File: src/socket_ctrl_defines.svh
`ifndef SOCKET_CTRL_DEFINES_SVH
`define SOCKET_CTRL_DEFINES_SVH

// ==========================================================================
// Register map and field layout.
// ==========================================================================
`define SKT_CTRL_OFFSET 8'h10
`define SKT_CTRL_RESET 32'h0000_0400
`define SKT_CTRL_RO_ONE_BIT 10
`define POLICY_BIT 7
`define SUPPLY_MSB 6
`define SUPPLY_LSB 4
`define RSVD_ZERO_BIT 3
`define PROG_MSB 2
`define PROG_LSB 0
`define POLICY_RESET 1'h0
`define REQ_RESET 3'h0

// ==========================================================================
// Voltage request encodings.
// ==========================================================================
`define CODE_OFF 3'h0
`define SUPPLY_5V 3'h2
`define SUPPLY_3V3 3'h3
`define SUPPLY_XV 3'h4
`define SUPPLY_YV 3'h5
`define PROG_12V 3'h1
`define PROG_5V 3'h2
`define PROG_3V3 3'h3
`define PROG_XV 3'h4
`define PROG_YV 3'h5

// ==========================================================================
// Timing and bus answers.
// ==========================================================================
`define IDLE_SOCKET_CLOCKS 4'h8
`define SOCKET_CLK_DIV_LAST 3'h7
`define RESP_OKAY 2'h0
`define RESP_SLVERR 2'h2

`endif

File: src/socket_ctrl_pkg.sv
package socket_ctrl_pkg;

   // Level actually handed to the socket power switch.
   typedef enum logic [2:0] {LVL_OFF, LVL_12V, LVL_5V, LVL_3V3, LVL_XV, LVL_YV} level_t;

   // Voltages that the inserted card reports it can accept.
   typedef struct packed {
      logic ok_5v;
      logic ok_3v3;
      logic ok_xv;
      logic ok_yv;
   } card_sense_t;

   // Command to the power switch logic.
   typedef struct packed {
      level_t vcc;
      level_t vpp;
      logic update;
   } power_cmd_t;

   // State of the clock halt gate.
   typedef struct packed {
      logic [2:0] div;
      logic [3:0] idle;
      logic permit;
   } halt_state_t;

   // State of the register block.
   typedef struct packed {
      logic policy;
      logic [2:0] supply_req;
      logic [2:0] prog_req;
      power_cmd_t pwr;
      logic aw_got;
      logic [7:0] aw_addr;
      logic w_got;
      logic [31:0] wdata;
      logic [3:0] wstrb;
      logic awready;
      logic wready;
      logic bvalid;
      logic [1:0] bresp;
      logic arready;
      logic rvalid;
      logic [31:0] rdata;
      logic [1:0] rresp;
   } ctrl_state_t;

endpackage

File: src/clock_halt_gate.sv
`timescale 1ns/1ps
`include "socket_ctrl_defines.svh"

module clock_halt_gate (
   input wire logic aclk,
   input wire logic aresetn,
   input wire logic bus_reset_n,
   input wire logic clock_halt_policy,
   input wire logic socket_busy,
   input wire logic pci_stop_pending,
   output logic stop_permit
);
   import socket_ctrl_pkg::*;

   halt_state_t st_q;
   halt_state_t st_d;

   // ========================================================================
   // Idle counting on socket clock enables.
   // ========================================================================
   // A divider makes the socket clock rate as a one-cycle enable; the idle
   // count saturates so a long idle period never wraps back to busy.
   always_comb begin
      st_d = st_q;
      st_d.div = (st_q.div == `SOCKET_CLK_DIV_LAST) ? 3'h0 : st_q.div + 3'h1;
      if (socket_busy) begin
         st_d.idle = 4'h0;
      end else if (st_q.div == `SOCKET_CLK_DIV_LAST && st_q.idle != `IDLE_SOCKET_CLOCKS) begin
         st_d.idle = st_q.idle + 4'h1;
      end
      st_d.permit = (st_d.idle == `IDLE_SOCKET_CLOCKS) && (clock_halt_policy || pci_stop_pending);
      if (!bus_reset_n) begin
         st_d = '0;
      end
   end

   // State register; the bus reset acts like the global one here.
   always_ff @(posedge aclk) begin
      if (!aresetn) begin
         st_q <= '0;
      end else begin
         st_q <= st_d;
      end
   end

   assign stop_permit = st_q.permit;

   // ========================================================================
   // Checks.
   // ========================================================================
   a_halt_needs_pci: assert property (
      @(posedge aclk) disable iff (!aresetn)
      (stop_permit && !$past(clock_halt_policy)) |-> $past(pci_stop_pending))
      else $error("Clock halt permitted without PCI stop pending.");

   a_halt_free_policy: assert property (
      @(posedge aclk) disable iff (!aresetn)
      (st_d.idle == `IDLE_SOCKET_CLOCKS && clock_halt_policy && bus_reset_n) |=> stop_permit)
      else $error("Clock halt not permitted after idle period.");

   a_halt_needs_idle: assert property (
      @(posedge aclk) disable iff (!aresetn)
      stop_permit |-> st_q.idle == `IDLE_SOCKET_CLOCKS)
      else $error("Clock halt permitted before idle period ended.");
endmodule

File: src/cardbus_socket_control_reg.sv
`timescale 1ns/1ps
`include "socket_ctrl_defines.svh"

module cardbus_socket_control_reg (
   input wire logic aclk,
   input wire logic aresetn,
   input wire logic bus_reset_n,
   input wire logic pme_enable,
   input wire logic [7:0] awaddr,
   input wire logic [2:0] awprot,
   input wire logic awvalid,
   output logic awready,
   input wire logic [31:0] wdata,
   input wire logic [3:0] wstrb,
   input wire logic wvalid,
   output logic wready,
   output logic [1:0] bresp,
   output logic bvalid,
   input wire logic bready,
   input wire logic [7:0] araddr,
   input wire logic [2:0] arprot,
   input wire logic arvalid,
   output logic arready,
   output logic [31:0] rdata,
   output logic [1:0] rresp,
   output logic rvalid,
   input wire logic rready,
   input wire socket_ctrl_pkg::card_sense_t card_sense,
   input wire logic socket_busy,
   input wire logic pci_stop_pending,
   output socket_ctrl_pkg::power_cmd_t power_cmd,
   output logic stop_permit
);
   import socket_ctrl_pkg::*;

   ctrl_state_t st_q;
   ctrl_state_t st_d;
   logic commit;
   logic hit_w;
   logic hit_r;

   // ========================================================================
   // Decoding helpers.
   // ========================================================================
   // True when the word address selects the control register.
   function automatic logic reg_hit(input logic [7:0] addr);
      reg_hit = (addr[7:2] == 6'(`SKT_CTRL_OFFSET >> 2));
   endfunction

   // Read image; fixed bits come from the reset word, bit 9 stays zero.
   function automatic logic [31:0] reg_image(input logic pol, input logic [2:0] sup, input logic [2:0] prg);
      logic [31:0] img;
      img = `SKT_CTRL_RESET;
      img[`SKT_CTRL_RO_ONE_BIT] = 1'b1;
      img[`POLICY_BIT] = pol;
      img[`SUPPLY_MSB:`SUPPLY_LSB] = sup;
      img[`RSVD_ZERO_BIT] = 1'b0;
      img[`PROG_MSB:`PROG_LSB] = prg;
      reg_image = img;
   endfunction

   // A level already applied stays only while it is still safe; without this a
   // held level would bypass the card check and the supply check for 12 V.
   function automatic level_t keep_safe(input level_t lvl, input card_sense_t s, input level_t vcc);
      unique case (lvl)
         LVL_12V: keep_safe = (vcc != LVL_OFF) ? LVL_12V : LVL_OFF;
         LVL_5V: keep_safe = s.ok_5v ? LVL_5V : LVL_OFF;
         LVL_3V3: keep_safe = s.ok_3v3 ? LVL_3V3 : LVL_OFF;
         LVL_XV: keep_safe = s.ok_xv ? LVL_XV : LVL_OFF;
         LVL_YV: keep_safe = s.ok_yv ? LVL_YV : LVL_OFF;
         default: keep_safe = LVL_OFF;
      endcase
   endfunction

   // Supply code to level; a code the card cannot take gives off, a reserved
   // code keeps the applied level while the card still accepts it.
   function automatic level_t supply_level(input logic [2:0] code, input card_sense_t s, input level_t prev);
      unique case (code)
         `CODE_OFF: supply_level = LVL_OFF;
         `SUPPLY_5V: supply_level = s.ok_5v ? LVL_5V : LVL_OFF;
         `SUPPLY_3V3: supply_level = s.ok_3v3 ? LVL_3V3 : LVL_OFF;
         `SUPPLY_XV: supply_level = s.ok_xv ? LVL_XV : LVL_OFF;
         `SUPPLY_YV: supply_level = s.ok_yv ? LVL_YV : LVL_OFF;
         default: supply_level = keep_safe(prev, s, LVL_OFF);
      endcase
   endfunction

   // Program code to level. 12 V is only offered while the card supply is
   // on, so a card that rejected every supply level never sees it.
   function automatic level_t prog_level(input logic [2:0] code, input card_sense_t s, input level_t vcc,
                                         input level_t prev);
      unique case (code)
         `CODE_OFF: prog_level = LVL_OFF;
         `PROG_12V: prog_level = (vcc != LVL_OFF) ? LVL_12V : LVL_OFF;
         `PROG_5V: prog_level = s.ok_5v ? LVL_5V : LVL_OFF;
         `PROG_3V3: prog_level = s.ok_3v3 ? LVL_3V3 : LVL_OFF;
         `PROG_XV: prog_level = s.ok_xv ? LVL_XV : LVL_OFF;
         `PROG_YV: prog_level = s.ok_yv ? LVL_YV : LVL_OFF;
         default: prog_level = keep_safe(prev, s, vcc);
      endcase
   endfunction

   // A reserved code in the supply field.
   function automatic logic supply_reserved(input logic [2:0] code);
      supply_reserved = (code == 3'h1) || (code == 3'h6) || (code == 3'h7);
   endfunction

   // ========================================================================
   // Next-state logic.
   // ========================================================================
   // Write address and data may arrive in either order or together; the
   // write takes effect once both are held and no response is pending.
   always_comb begin
      st_d = st_q;
      commit = 1'b0;
      hit_w = reg_hit(st_q.aw_addr);
      hit_r = reg_hit(araddr);

      // Retire answers that the master has taken.
      if (st_q.bvalid && bready) begin
         st_d.bvalid = 1'b0;
      end
      if (st_q.rvalid && rready) begin
         st_d.rvalid = 1'b0;
      end

      // Capture write address and write data.
      if (awvalid && st_q.awready) begin
         st_d.aw_got = 1'b1;
         st_d.aw_addr = awaddr;
         hit_w = reg_hit(awaddr);
      end
      if (wvalid && st_q.wready) begin
         st_d.w_got = 1'b1;
         st_d.wdata = wdata;
         st_d.wstrb = wstrb;
      end

      // Perform the write; only byte lane 0 holds writable bits.
      if (st_d.aw_got && st_d.w_got && !st_q.bvalid && bus_reset_n) begin
         commit = 1'b1;
         st_d.aw_got = 1'b0;
         st_d.w_got = 1'b0;
         st_d.bvalid = 1'b1;
         st_d.bresp = hit_w ? `RESP_OKAY : `RESP_SLVERR;
         if (hit_w && st_d.wstrb[0]) begin
            st_d.policy = st_d.wdata[`POLICY_BIT];
            st_d.supply_req = st_d.wdata[`SUPPLY_MSB:`SUPPLY_LSB];
            st_d.prog_req = st_d.wdata[`PROG_MSB:`PROG_LSB];
         end
      end

      // Read answer; unmapped reads return zero with an error.
      if (arvalid && st_q.arready) begin
         st_d.rvalid = 1'b1;
         st_d.rresp = hit_r ? `RESP_OKAY : `RESP_SLVERR;
         st_d.rdata = hit_r ? reg_image(st_q.policy, st_q.supply_req, st_q.prog_req) : 32'h0000_0000;
      end

      // Bus reset drops bus traffic and the policy bit; the voltage fields
      // are wake context and survive it while wake signalling is on.
      if (!bus_reset_n) begin
         st_d.aw_got = 1'b0;
         st_d.w_got = 1'b0;
         st_d.bvalid = 1'b0;
         st_d.rvalid = 1'b0;
         st_d.policy = `POLICY_RESET;
         if (!pme_enable) begin
            st_d.supply_req = `REQ_RESET;
            st_d.prog_req = `REQ_RESET;
         end
      end

      // Levels are rechecked every cycle, so a card that stops accepting a
      // level loses it at once rather than at the next write.
      st_d.pwr.vcc = supply_level(st_d.supply_req, card_sense, st_q.pwr.vcc);
      st_d.pwr.vpp = prog_level(st_d.prog_req, card_sense, st_d.pwr.vcc, st_q.pwr.vpp);
      st_d.pwr.update = (st_d.pwr.vcc != st_q.pwr.vcc) || (st_d.pwr.vpp != st_q.pwr.vpp);

      // Ready flags are registered so every bus output leaves a flip-flop.
      st_d.awready = !st_d.aw_got && !st_d.bvalid && bus_reset_n;
      st_d.wready = !st_d.w_got && !st_d.bvalid && bus_reset_n;
      st_d.arready = !st_d.rvalid && bus_reset_n;
   end

   // ========================================================================
   // State register.
   // ========================================================================
   // The global reset clears everything, wake context included.
   always_ff @(posedge aclk) begin
      if (!aresetn) begin
         st_q <= '0;
      end else begin
         st_q <= st_d;
      end
   end

   // ========================================================================
   // Outputs.
   // ========================================================================
   assign awready = st_q.awready;
   assign wready = st_q.wready;
   assign bvalid = st_q.bvalid;
   assign bresp = st_q.bresp;
   assign arready = st_q.arready;
   assign rvalid = st_q.rvalid;
   assign rdata = st_q.rdata;
   assign rresp = st_q.rresp;
   assign power_cmd = st_q.pwr;

   // Card clock halt decision runs off the stored policy bit.
   clock_halt_gate u_halt (
      .aclk(aclk),
      .aresetn(aresetn),
      .bus_reset_n(bus_reset_n),
      .clock_halt_policy(st_q.policy),
      .socket_busy(socket_busy),
      .pci_stop_pending(pci_stop_pending),
      .stop_permit(stop_permit)
   );

   // ========================================================================
   // Checks.
   // ========================================================================
   a_read_fixed_bits: assert property (
      @(posedge aclk) disable iff (!aresetn)
      (rvalid && rresp == `RESP_OKAY) |-> (rdata[31:11] == 21'h0 && rdata[10] && rdata[9:8] == 2'h0))
      else $error("Fixed bits of the control register read wrong.");

   a_read_rsvd_zero: assert property (
      @(posedge aclk) disable iff (!aresetn)
      $rose(rvalid) |-> rdata[3] == 1'b0)
      else $error("Reserved bit 3 read as one.");

   a_vcc_acceptable: assert property (
      @(posedge aclk) disable iff (!aresetn)
      (power_cmd.vcc == LVL_5V && $changed(power_cmd.vcc)) |-> $past(card_sense.ok_5v))
      else $error("5 V supply applied to a card that rejects it.");

   a_supply_decode: assert property (
      @(posedge aclk) disable iff (!aresetn)
      (st_d.supply_req == `SUPPLY_3V3 && card_sense.ok_3v3) |=> power_cmd.vcc == LVL_3V3)
      else $error("Supply code 011 did not apply 3.3 V.");

   a_prog_decode: assert property (
      @(posedge aclk) disable iff (!aresetn)
      (st_d.prog_req == `PROG_12V && st_d.pwr.vcc != LVL_OFF) |=> power_cmd.vpp == LVL_12V)
      else $error("Program code 001 did not apply 12 V.");

   a_prog_reserved: assert property (
      @(posedge aclk) disable iff (!aresetn)
      (st_d.prog_req[2:1] == 2'h3) |=> (power_cmd.vpp == $past(power_cmd.vpp) || power_cmd.vpp == LVL_OFF))
      else $error("Reserved program code changed the applied level.");

   a_supply_reserved: assert property (
      @(posedge aclk) disable iff (!aresetn)
      supply_reserved(st_d.supply_req) |=> (power_cmd.vcc == $past(power_cmd.vcc) || power_cmd.vcc == LVL_OFF))
      else $error("Reserved supply code changed the applied level.");

   a_pme_keeps_req: assert property (
      @(posedge aclk) disable iff (!aresetn)
      (!bus_reset_n && pme_enable) |=> ($stable(st_q.supply_req) && $stable(st_q.prog_req)))
      else $error("Bus reset cleared wake context while wake was enabled.");

   a_bus_reset_clr: assert property (
      @(posedge aclk) disable iff (!aresetn)
      (!bus_reset_n && !pme_enable) |=> (st_q.supply_req == 3'h0 && st_q.prog_req == 3'h0))
      else $error("Bus reset did not clear the voltage requests.");

   a_write_stores: assert property (
      @(posedge aclk) disable iff (!aresetn)
      (commit && hit_w && st_d.wstrb[0] && bus_reset_n)
      |=> (st_q.policy == $past(st_d.wdata[7]) && st_q.supply_req == $past(st_d.wdata[6:4])))
      else $error("Write did not store the writable fields.");

   a_update_pulse: assert property (
      @(posedge aclk) disable iff (!aresetn)
      ($changed(power_cmd.vcc) || $changed(power_cmd.vpp)) |-> power_cmd.update)
      else $error("Level change not flagged to the power switch.");

   a_vpp_needs_vcc: assert property (
      @(posedge aclk) disable iff (!aresetn)
      (power_cmd.vpp == LVL_12V) |-> (power_cmd.vcc != LVL_OFF))
      else $error("12 V programming voltage applied with the card supply off.");

   a_vcc_3v3_ok: assert property (
      @(posedge aclk) disable iff (!aresetn)
      (power_cmd.vcc == LVL_3V3) |-> $past(card_sense.ok_3v3))
      else $error("3.3 V supply applied to a card that rejects it.");
endmodule

File: config.mk
export PLATFORM = sky130hd
export DESIGN_NAME = cardbus_socket_control_reg
export DESIGN_NICKNAME = d
export VERILOG_FILES = /design/src/socket_ctrl_pkg.sv /design/src/clock_halt_gate.sv /design/src/cardbus_socket_control_reg.sv
export VERILOG_INCLUDE_DIRS = /design/src
export SDC_FILE = /design/constraint.sdc
export NUM_CORES = 1
export LEC_CHECK = 0
export ABC_CLOCK_PERIOD_IN_PS = 7600
export BUFFER_PORTS_ARGS = -buffer_cell sky130_fd_sc_hd__buf_2
export CAP_MARGIN = 20
export CORE_ASPECT_RATIO = 1.75
export CORE_MARGIN = 3
export CORE_UTILIZATION = 45
export CTS_CLUSTER_DIAMETER = 80
export DETAILED_ROUTE_END_ITERATION = 7
export PLACE_DENSITY = 0.84
export RECOVER_POWER = 100
export SYNTH_ARGS = -nofsm -noshare
export SYNTH_HDL_FRONTEND = slang
export SYNTH_SLANG_ARGS = --single-unit
File: constraint.sdc
create_clock -name aclk -period 7.6 [get_ports aclk]
set_input_delay 0.38 -clock aclk [delete_from_list [all_inputs] [get_ports aclk]]
set_output_delay 0.38 -clock aclk [all_outputs]
set_load 0.01 [all_outputs]
== Yosys cells after proc, flatten, opt, wreduce, memory -nomap -nowiden ==
Cells that the tools add are included.
Storage, ports and cells
  register bits after elaboration: 109
  output and inout port bits: 49
  logic and storage cells: 114
Operators by class
  bitwise logic cells: 2
  $add $sub $neg: 2
  mux-type cells: 31
  reductions and logical operators: 29
  equal/unequal tests: 26
Operators by type and width (number)
  37-bit 2-to-1 mux: 1
  35-bit 2-to-1 mux: 1
  3-bit case mux with 5 select lines: 2
  3-bit equality test, second input constant: 9
  3-bit by 2-bit equality test with 1-bit output, second input constant: 8
  6-bit 2-to-1 mux: 4
  6-bit by 3-bit equality test with 1-bit output, second input constant: 3
  3-bit case mux with 6 select lines: 1
  1-bit logical AND: 16
  3-bit case mux with 4 select lines: 1
  11-bit 2-to-1 mux: 1
  1-bit 2-to-1 mux: 10
  3-bit 2-to-1 mux: 3
  9-bit 2-to-1 mux: 1
  2-bit 2-to-1 mux: 4
  4-bit 2-to-1 mux: 2
  3-bit by 1-bit equality test with 1-bit output, second input constant: 2
  3-bit zero test: 2
  3-bit inequality test: 2
  1-bit zero test: 5
  4-bit by 1-bit adder with 4-bit output, second input constant: 1
  4-bit equality test, second input constant: 1
  4-bit inequality test, second input constant: 1
  2-bit AND reduction: 2
  5 further kinds: 7

== Depth between registers and ports, before layout ==
  depth after elaboration: 16
  depth in mapped cells: 13
  gate-level depth less buffers: 9

== By module ==
Synthesis repeated with hierarchy kept, for this count alone.
Second synthesis, totals
  cells, all modules: 336
  area total of the unflattened synthesis: 2949.1 um^2
By module, submodules not included
  cardbus_socket_control_reg: area an instance 2591.2 um^2, cells each 300, sequential area each 900.9 um^2, instances 1
  clock_halt_gate: area an instance 357.8 um^2, cells each 36, sequential area each 160.2 um^2, instances 1

== Worst setup path after synthesis ==
Ideal clock, no wire load.
  path type: input to register
  start: input awaddr[2]
  end: register st_q (netlist bit power_cmd[0])
  arrival time: 2934 ps
  slack: 4541 ps
  buffers on the path: 0
  stages on the path: 9
  required time: 7475 ps
  path through: or4b_4 -> nor4_4 -> o211ai_4 -> a211oi_4 -> nand2_1 -> or4_1 -> a22oi_2 -> nor3b_1 -> o41a_1
On the way
  longest elaborated chain between the ends: 15
  elaborated cells between the ends (all ways): 26
  classes of those cells: 12 x eq/ne; 9 x mux; 5 x reduce/logical
RTL lines
  start, declared: RTL line cardbus_socket_control_reg.sv:9  | input wire logic [7:0] awaddr,
  6-bit by 3-bit equality test with 1-bit output (*): RTL line cardbus_socket_control_reg.sv:47  | reg_hit = (addr[7:2] == 6'(`SKT_CTRL_OFFSET >> 2));
  1-bit 2-to-1 mux (*): RTL line cardbus_socket_control_reg.sv:128  | if (awvalid && st_q.awready) begin
  1-bit logical AND (*): RTL line cardbus_socket_control_reg.sv:146  | if (hit_w && st_d.wstrb[0]) begin
  6-bit 2-to-1 mux (*): RTL line cardbus_socket_control_reg.sv:146
  6-bit 2-to-1 mux (*): RTL line cardbus_socket_control_reg.sv:140  | if (st_d.aw_got && st_d.w_got && !st_q.bvalid && bus_reset_n) begin
  6-bit 2-to-1 mux: RTL line cardbus_socket_control_reg.sv:168  | if (!pme_enable) begin
  6-bit 2-to-1 mux (*): RTL line cardbus_socket_control_reg.sv:162  | if (!bus_reset_n) begin
  3-bit equality test, or another cell as far along: RTL line cardbus_socket_control_reg.sv:78  | unique case (code)
  3-bit case mux with 5 select lines: RTL line cardbus_socket_control_reg.sv:78
  3-bit nonzero test: RTL line cardbus_socket_control_reg.sv:66, cardbus_socket_control_reg.sv:94
  1-bit 2-to-1 mux: RTL line cardbus_socket_control_reg.sv:66, cardbus_socket_control_reg.sv:94
  3-bit case mux with 5 select lines: RTL line cardbus_socket_control_reg.sv:65  | unique case (lvl)
  3-bit case mux with 6 select lines: RTL line cardbus_socket_control_reg.sv:92  | unique case (code)
  3-bit inequality test: RTL line cardbus_socket_control_reg.sv:178  | st_d.pwr.update = (st_d.pwr.vcc != st_q.pwr.vcc) || (st_d.pwr.vpp != st_q.pwr.vpp);
  1-bit logical OR (*): RTL line cardbus_socket_control_reg.sv:178
  end signal, assigned: RTL line cardbus_socket_control_reg.sv:194  | st_q <= st_d;
  end, declared: RTL line cardbus_socket_control_reg.sv:36  | ctrl_state_t st_q;
Every way passes the cells marked *; elsewhere a longest branch is shown, timed or not.
A chain may end at the register's enable or synchronous reset.

== Worst setup path after layout ==
  start: register st_q (netlist bit awready)
  end: register st_q (netlist bit power_cmd[0])
On the way
  longest elaborated chain between the ends: 16
  elaborated cells between the ends (all ways): 30
  classes of those cells: 11 x eq/ne; 10 x mux; 9 x reduce/logical
RTL lines (RTL line)
  1-bit logical AND (*): cardbus_socket_control_reg.sv:128
  9-bit 2-to-1 mux: cardbus_socket_control_reg.sv:128
  1-bit logical AND (3 in a row): cardbus_socket_control_reg.sv:140
  6-bit 2-to-1 mux (*): cardbus_socket_control_reg.sv:140
  6-bit 2-to-1 mux: cardbus_socket_control_reg.sv:168
  6-bit 2-to-1 mux (*): cardbus_socket_control_reg.sv:162
  3-bit equality test, or another cell as far along: cardbus_socket_control_reg.sv:78
  3-bit case mux with 5 select lines: cardbus_socket_control_reg.sv:78
  3-bit nonzero test: cardbus_socket_control_reg.sv:66, cardbus_socket_control_reg.sv:94
  1-bit 2-to-1 mux: cardbus_socket_control_reg.sv:66, cardbus_socket_control_reg.sv:94
  3-bit case mux with 5 select lines: cardbus_socket_control_reg.sv:65
  3-bit case mux with 6 select lines: cardbus_socket_control_reg.sv:92
  3-bit inequality test: cardbus_socket_control_reg.sv:178
  1-bit logical OR (*): cardbus_socket_control_reg.sv:178
Marks and branches as above.

==> impl_metrics.csv <==
group,metric,value,unit
cells_and_area,final_util,48.6,%
placement,dp_cells,440,
floorplanning,rows,38,
timing,fin_hold_ws,333,ps
timing,slew_headroom,12.5,%
setup_path,arrival,4790,ps
setup_path,reg2reg_slack,3010,ps
cts,cts_buffer_depth,2,
detailed_routing,dr_total_vias,2448,
timing,post-route-period-util,60.4,%
cts,cts_hold_buf,0,
timing,final-hold-violation-count,0,
cts,clk_pin_slew,100,ps
synth,syn_area,0.00297,sq mm
floorplanning,start_util,47.0,%
setup_path,critPathMaxFanout,10,
timing,finalClockSkew,5.91,ps
detailed_routing,wirelength,6400,microns
placement,gp_congestion,0.819,
cts,root_buffer,"clkbuf_8",
setup_path,worstPathRequired,7800,ps
worst_hold_path,hold_class,"in -> reg",
timing,layout_min_cycle_time,4590,ps
synth,synth_edf_count,0,
job,cap_violations,0,
setup_path,timing.rr.end,"power_cmd[0]",
setup_path,crit_path_start_kind,"flip-flop",
setup_path,critical_path_class,"reg -> reg",
grt,grt_max_degree,39,
floorplanning,pin_count,122,
grt,overflow,0,
synth,yosysSeqAreaShare,35.7,%
setup_path,endpoint_kind,"flip-flop",
cells_and_area,diodes,0,
timing,fmax,218,MHz
synth,async_reset_ff_share,0,%
detailed_routing,drt_iter0_markers,144,
status,outcome,"complete, no violations",
setup_path,timing.rr.start,"awready",
cells_and_area,area_growth,3.45,%
floorplanning,die_y,114,microns
timing,tns,0,ps
cells_and_area,stdcell_count,448,
setup_path,startpoint,"awready",
cts,cts_repair_resize_count,0,
grt,grt_pass1_wl,10400,microns
pwr,peakVddDrop,0.0000635,V
cts,postCtsSetupRepairBufs,0,
synth,avgSynthCellArea,8.90,sq um
timing,rsz0062_at_grt,"false",
floorplanning,fp.coreArea,0.00632,sq mm
setup_path,rr_worst_depth,9,
cts,cts_tree,"yes",
detailed_routing,dr.pass1.iters,4,
detailed_routing,wl_per_cell,14.3,microns
pwr,total_power,490,uW
detailed_routing,drt-vias-per-instance,5.46,
pwr,power.leakage,0.00125,uW
pwr,p_per_area,159,mW/mm^2
grt,antenna_found_initial,0,
cells_and_area,drive_above_1_share,13.9,%
floorplanning,die_x,67.4,microns
synth,synth_cell_types,61,
placement,numPortBuffers,57,
timing,setup_viol,0,
synth,synthFlopType,"dfxtp_1",
cts,clk_latency,310,ps
cts,numCtsBuffers,5,
detailed_routing,drc,0,
synth,synthCells,334,
synth,synth-seq-cells,53,
cells_and_area,finalNetCount,444,
detailed_routing,ant_nets,0,
timing,maxSlewViolCount,0,
synth,yosysWarnings,0,
grt,grt_usage,17.1,%
placement,hpwl,4900,microns
floorplanning,dieArea,0.00766,sq mm
setup_path,cp-endpoint,"power_cmd[0]",
cts,htree_levels,2,
grt,grt_pass1_vias,2363,
cts,numClockSinks,53,
timing,tightest_slew,1310,ps
cells by family (layout without fill, tap and decap cells):
| logic type | Yosys count | count (layout) | synth area share (%) |
|---|---|---|---|
| adders and majority gates | 4 | 4 | 1.68 |
| DFF | 53 | 53 | 35.7 |
| other | 1 | 26 | 0.126 |
| and+or+nand+nor | 116 | 116 | 22.1 |
| xor gates and xnor gates | 5 | 5 | 1.47 |
| AOI/OAI and AO/OA | 69 | 69 | 18.3 |
| buffers and inverters | 68 | 77 | 14.2 |
| muxes | 18 | 18 | 6.35 |
state kept, by name (all words and copies together), names as in the netlist:
signal	flops
rresp	1
st_q	23
wready	1
awready	1
rdata	8
u_halt.st_q	7
rvalid	1
u_halt.stop_permit	1
arready	1
bresp	1
bvalid	1
power_cmd	7
cells in the final DEF (no fill, tap or decap), drive strengths merged, types with 4 or more instances in the layout:
cell / count
dfxtp: 53
buf: 33
clkbuf: 30
conb: 26
nand2: 25
nor2b: 20
mux2i: 14
nor2: 14
inv: 12
nand3: 10
a22oi: 10
a21oi: 9
nor3: 9
and2: 9
nor3b: 8
o21ai: 8
a21boi: 7
o211ai: 5
a211oi: 5
mux2: 4
nor4: 4
ha: 4
area by class of cell:
cell class                 instances  area [sq um]
fill                             632          3250
multi-input combinational        238          1520
sequential                        53          1060
timing repair buffer              58           259
tap                               80           100
clock buffer                       5          68.8
inverter                          11          41.3
clock inverter                     3          21.3
where the power goes:
part           switching (uW)  total (uW)  internal [uW]
Clock                    96.5         162           65.6
Combinational            27.0        43.3           16.3
Sequential               2.73         285            282
cell usage after synthesis, types with 3 or more instances:
cell | number | share of area [%]
ha_1 | 4 | 1.7
nand2_1 | 25 | 3.2
a21oi_1 | 9 | 1.5
nand3_1 | 10 | 1.7
clkbuf_1 | 10 | 1.3
and3_1 | 3 | 0.63
o21ai_0 | 6 | 1.0
o2111ai_1 | 3 | 0.88
nor3_1 | 8 | 1.3
inv_1 | 11 | 1.4
a22oi_1 | 9 | 2.3
a211oi_1 | 3 | 0.76
nor3b_1 | 8 | 2.0
dfxtp_1 | 53 | 36
and2_1 | 9 | 1.9
o211ai_1 | 4 | 1.0
nor2b_1 | 20 | 4.2
buf_4 | 44 | 11
a31oi_1 | 3 | 0.63
nand2b_1 | 3 | 0.63
a21boi_0 | 7 | 1.8
o211a_1 | 3 | 1.0
nor4_1 | 3 | 0.63
xnor2_1 | 3 | 0.88
mux2i_1 | 13 | 4.4
mux2_2 | 4 | 1.5
nor2_1 | 14 | 1.8
how the worst min path moves through the flow:
stage	start	endpoint	slack, ps	depth (start not counted)
global placement	st_q[86]	awready	410	1
finish	socket_busy	u_halt.st_q[3]	330	2
global route	socket_busy	u_halt.st_q[1]	340	2
floorplan	st_q[86]	awready	400	1
CTS	socket_busy	u_halt.st_q[3]	320	2
detailed placement	st_q[86]	awready	420	1
layer usage:
metal | GRT usage [%] | part of all wire, % | wire (microns) | up-vias
met5 | 0 | 0 | 0 | -
met3 | 2.56 | 6.1 | 392 | 19
li1 | - | - | - | 1178
met2 | 31.5 | 54 | 3440 | 98
met1 | 18.5 | 37 | 2390 | 1153
met4 | 7.32 | 2.7 | 172 | 0
worst max-delay path, stage by stage (launching register included):
cell and delay, ps:
dfxtp_1 500, nand2_1 260, nor4_1 970, o211ai_1 460
a211oi_1 990, nand2_1 140, or4_1 460, a22oi_1 220
nor3b_1 80, o41a_1 410
stage by stage:
step                area, sq um  setup slack (ps)
floorplan                  3070              4540
global placement           3070              4130
detailed placement         3080              4110
CTS                        3170              4220
global route               3080              2750
finish                     3080              3010
Power figures use the tool's default switching activity.
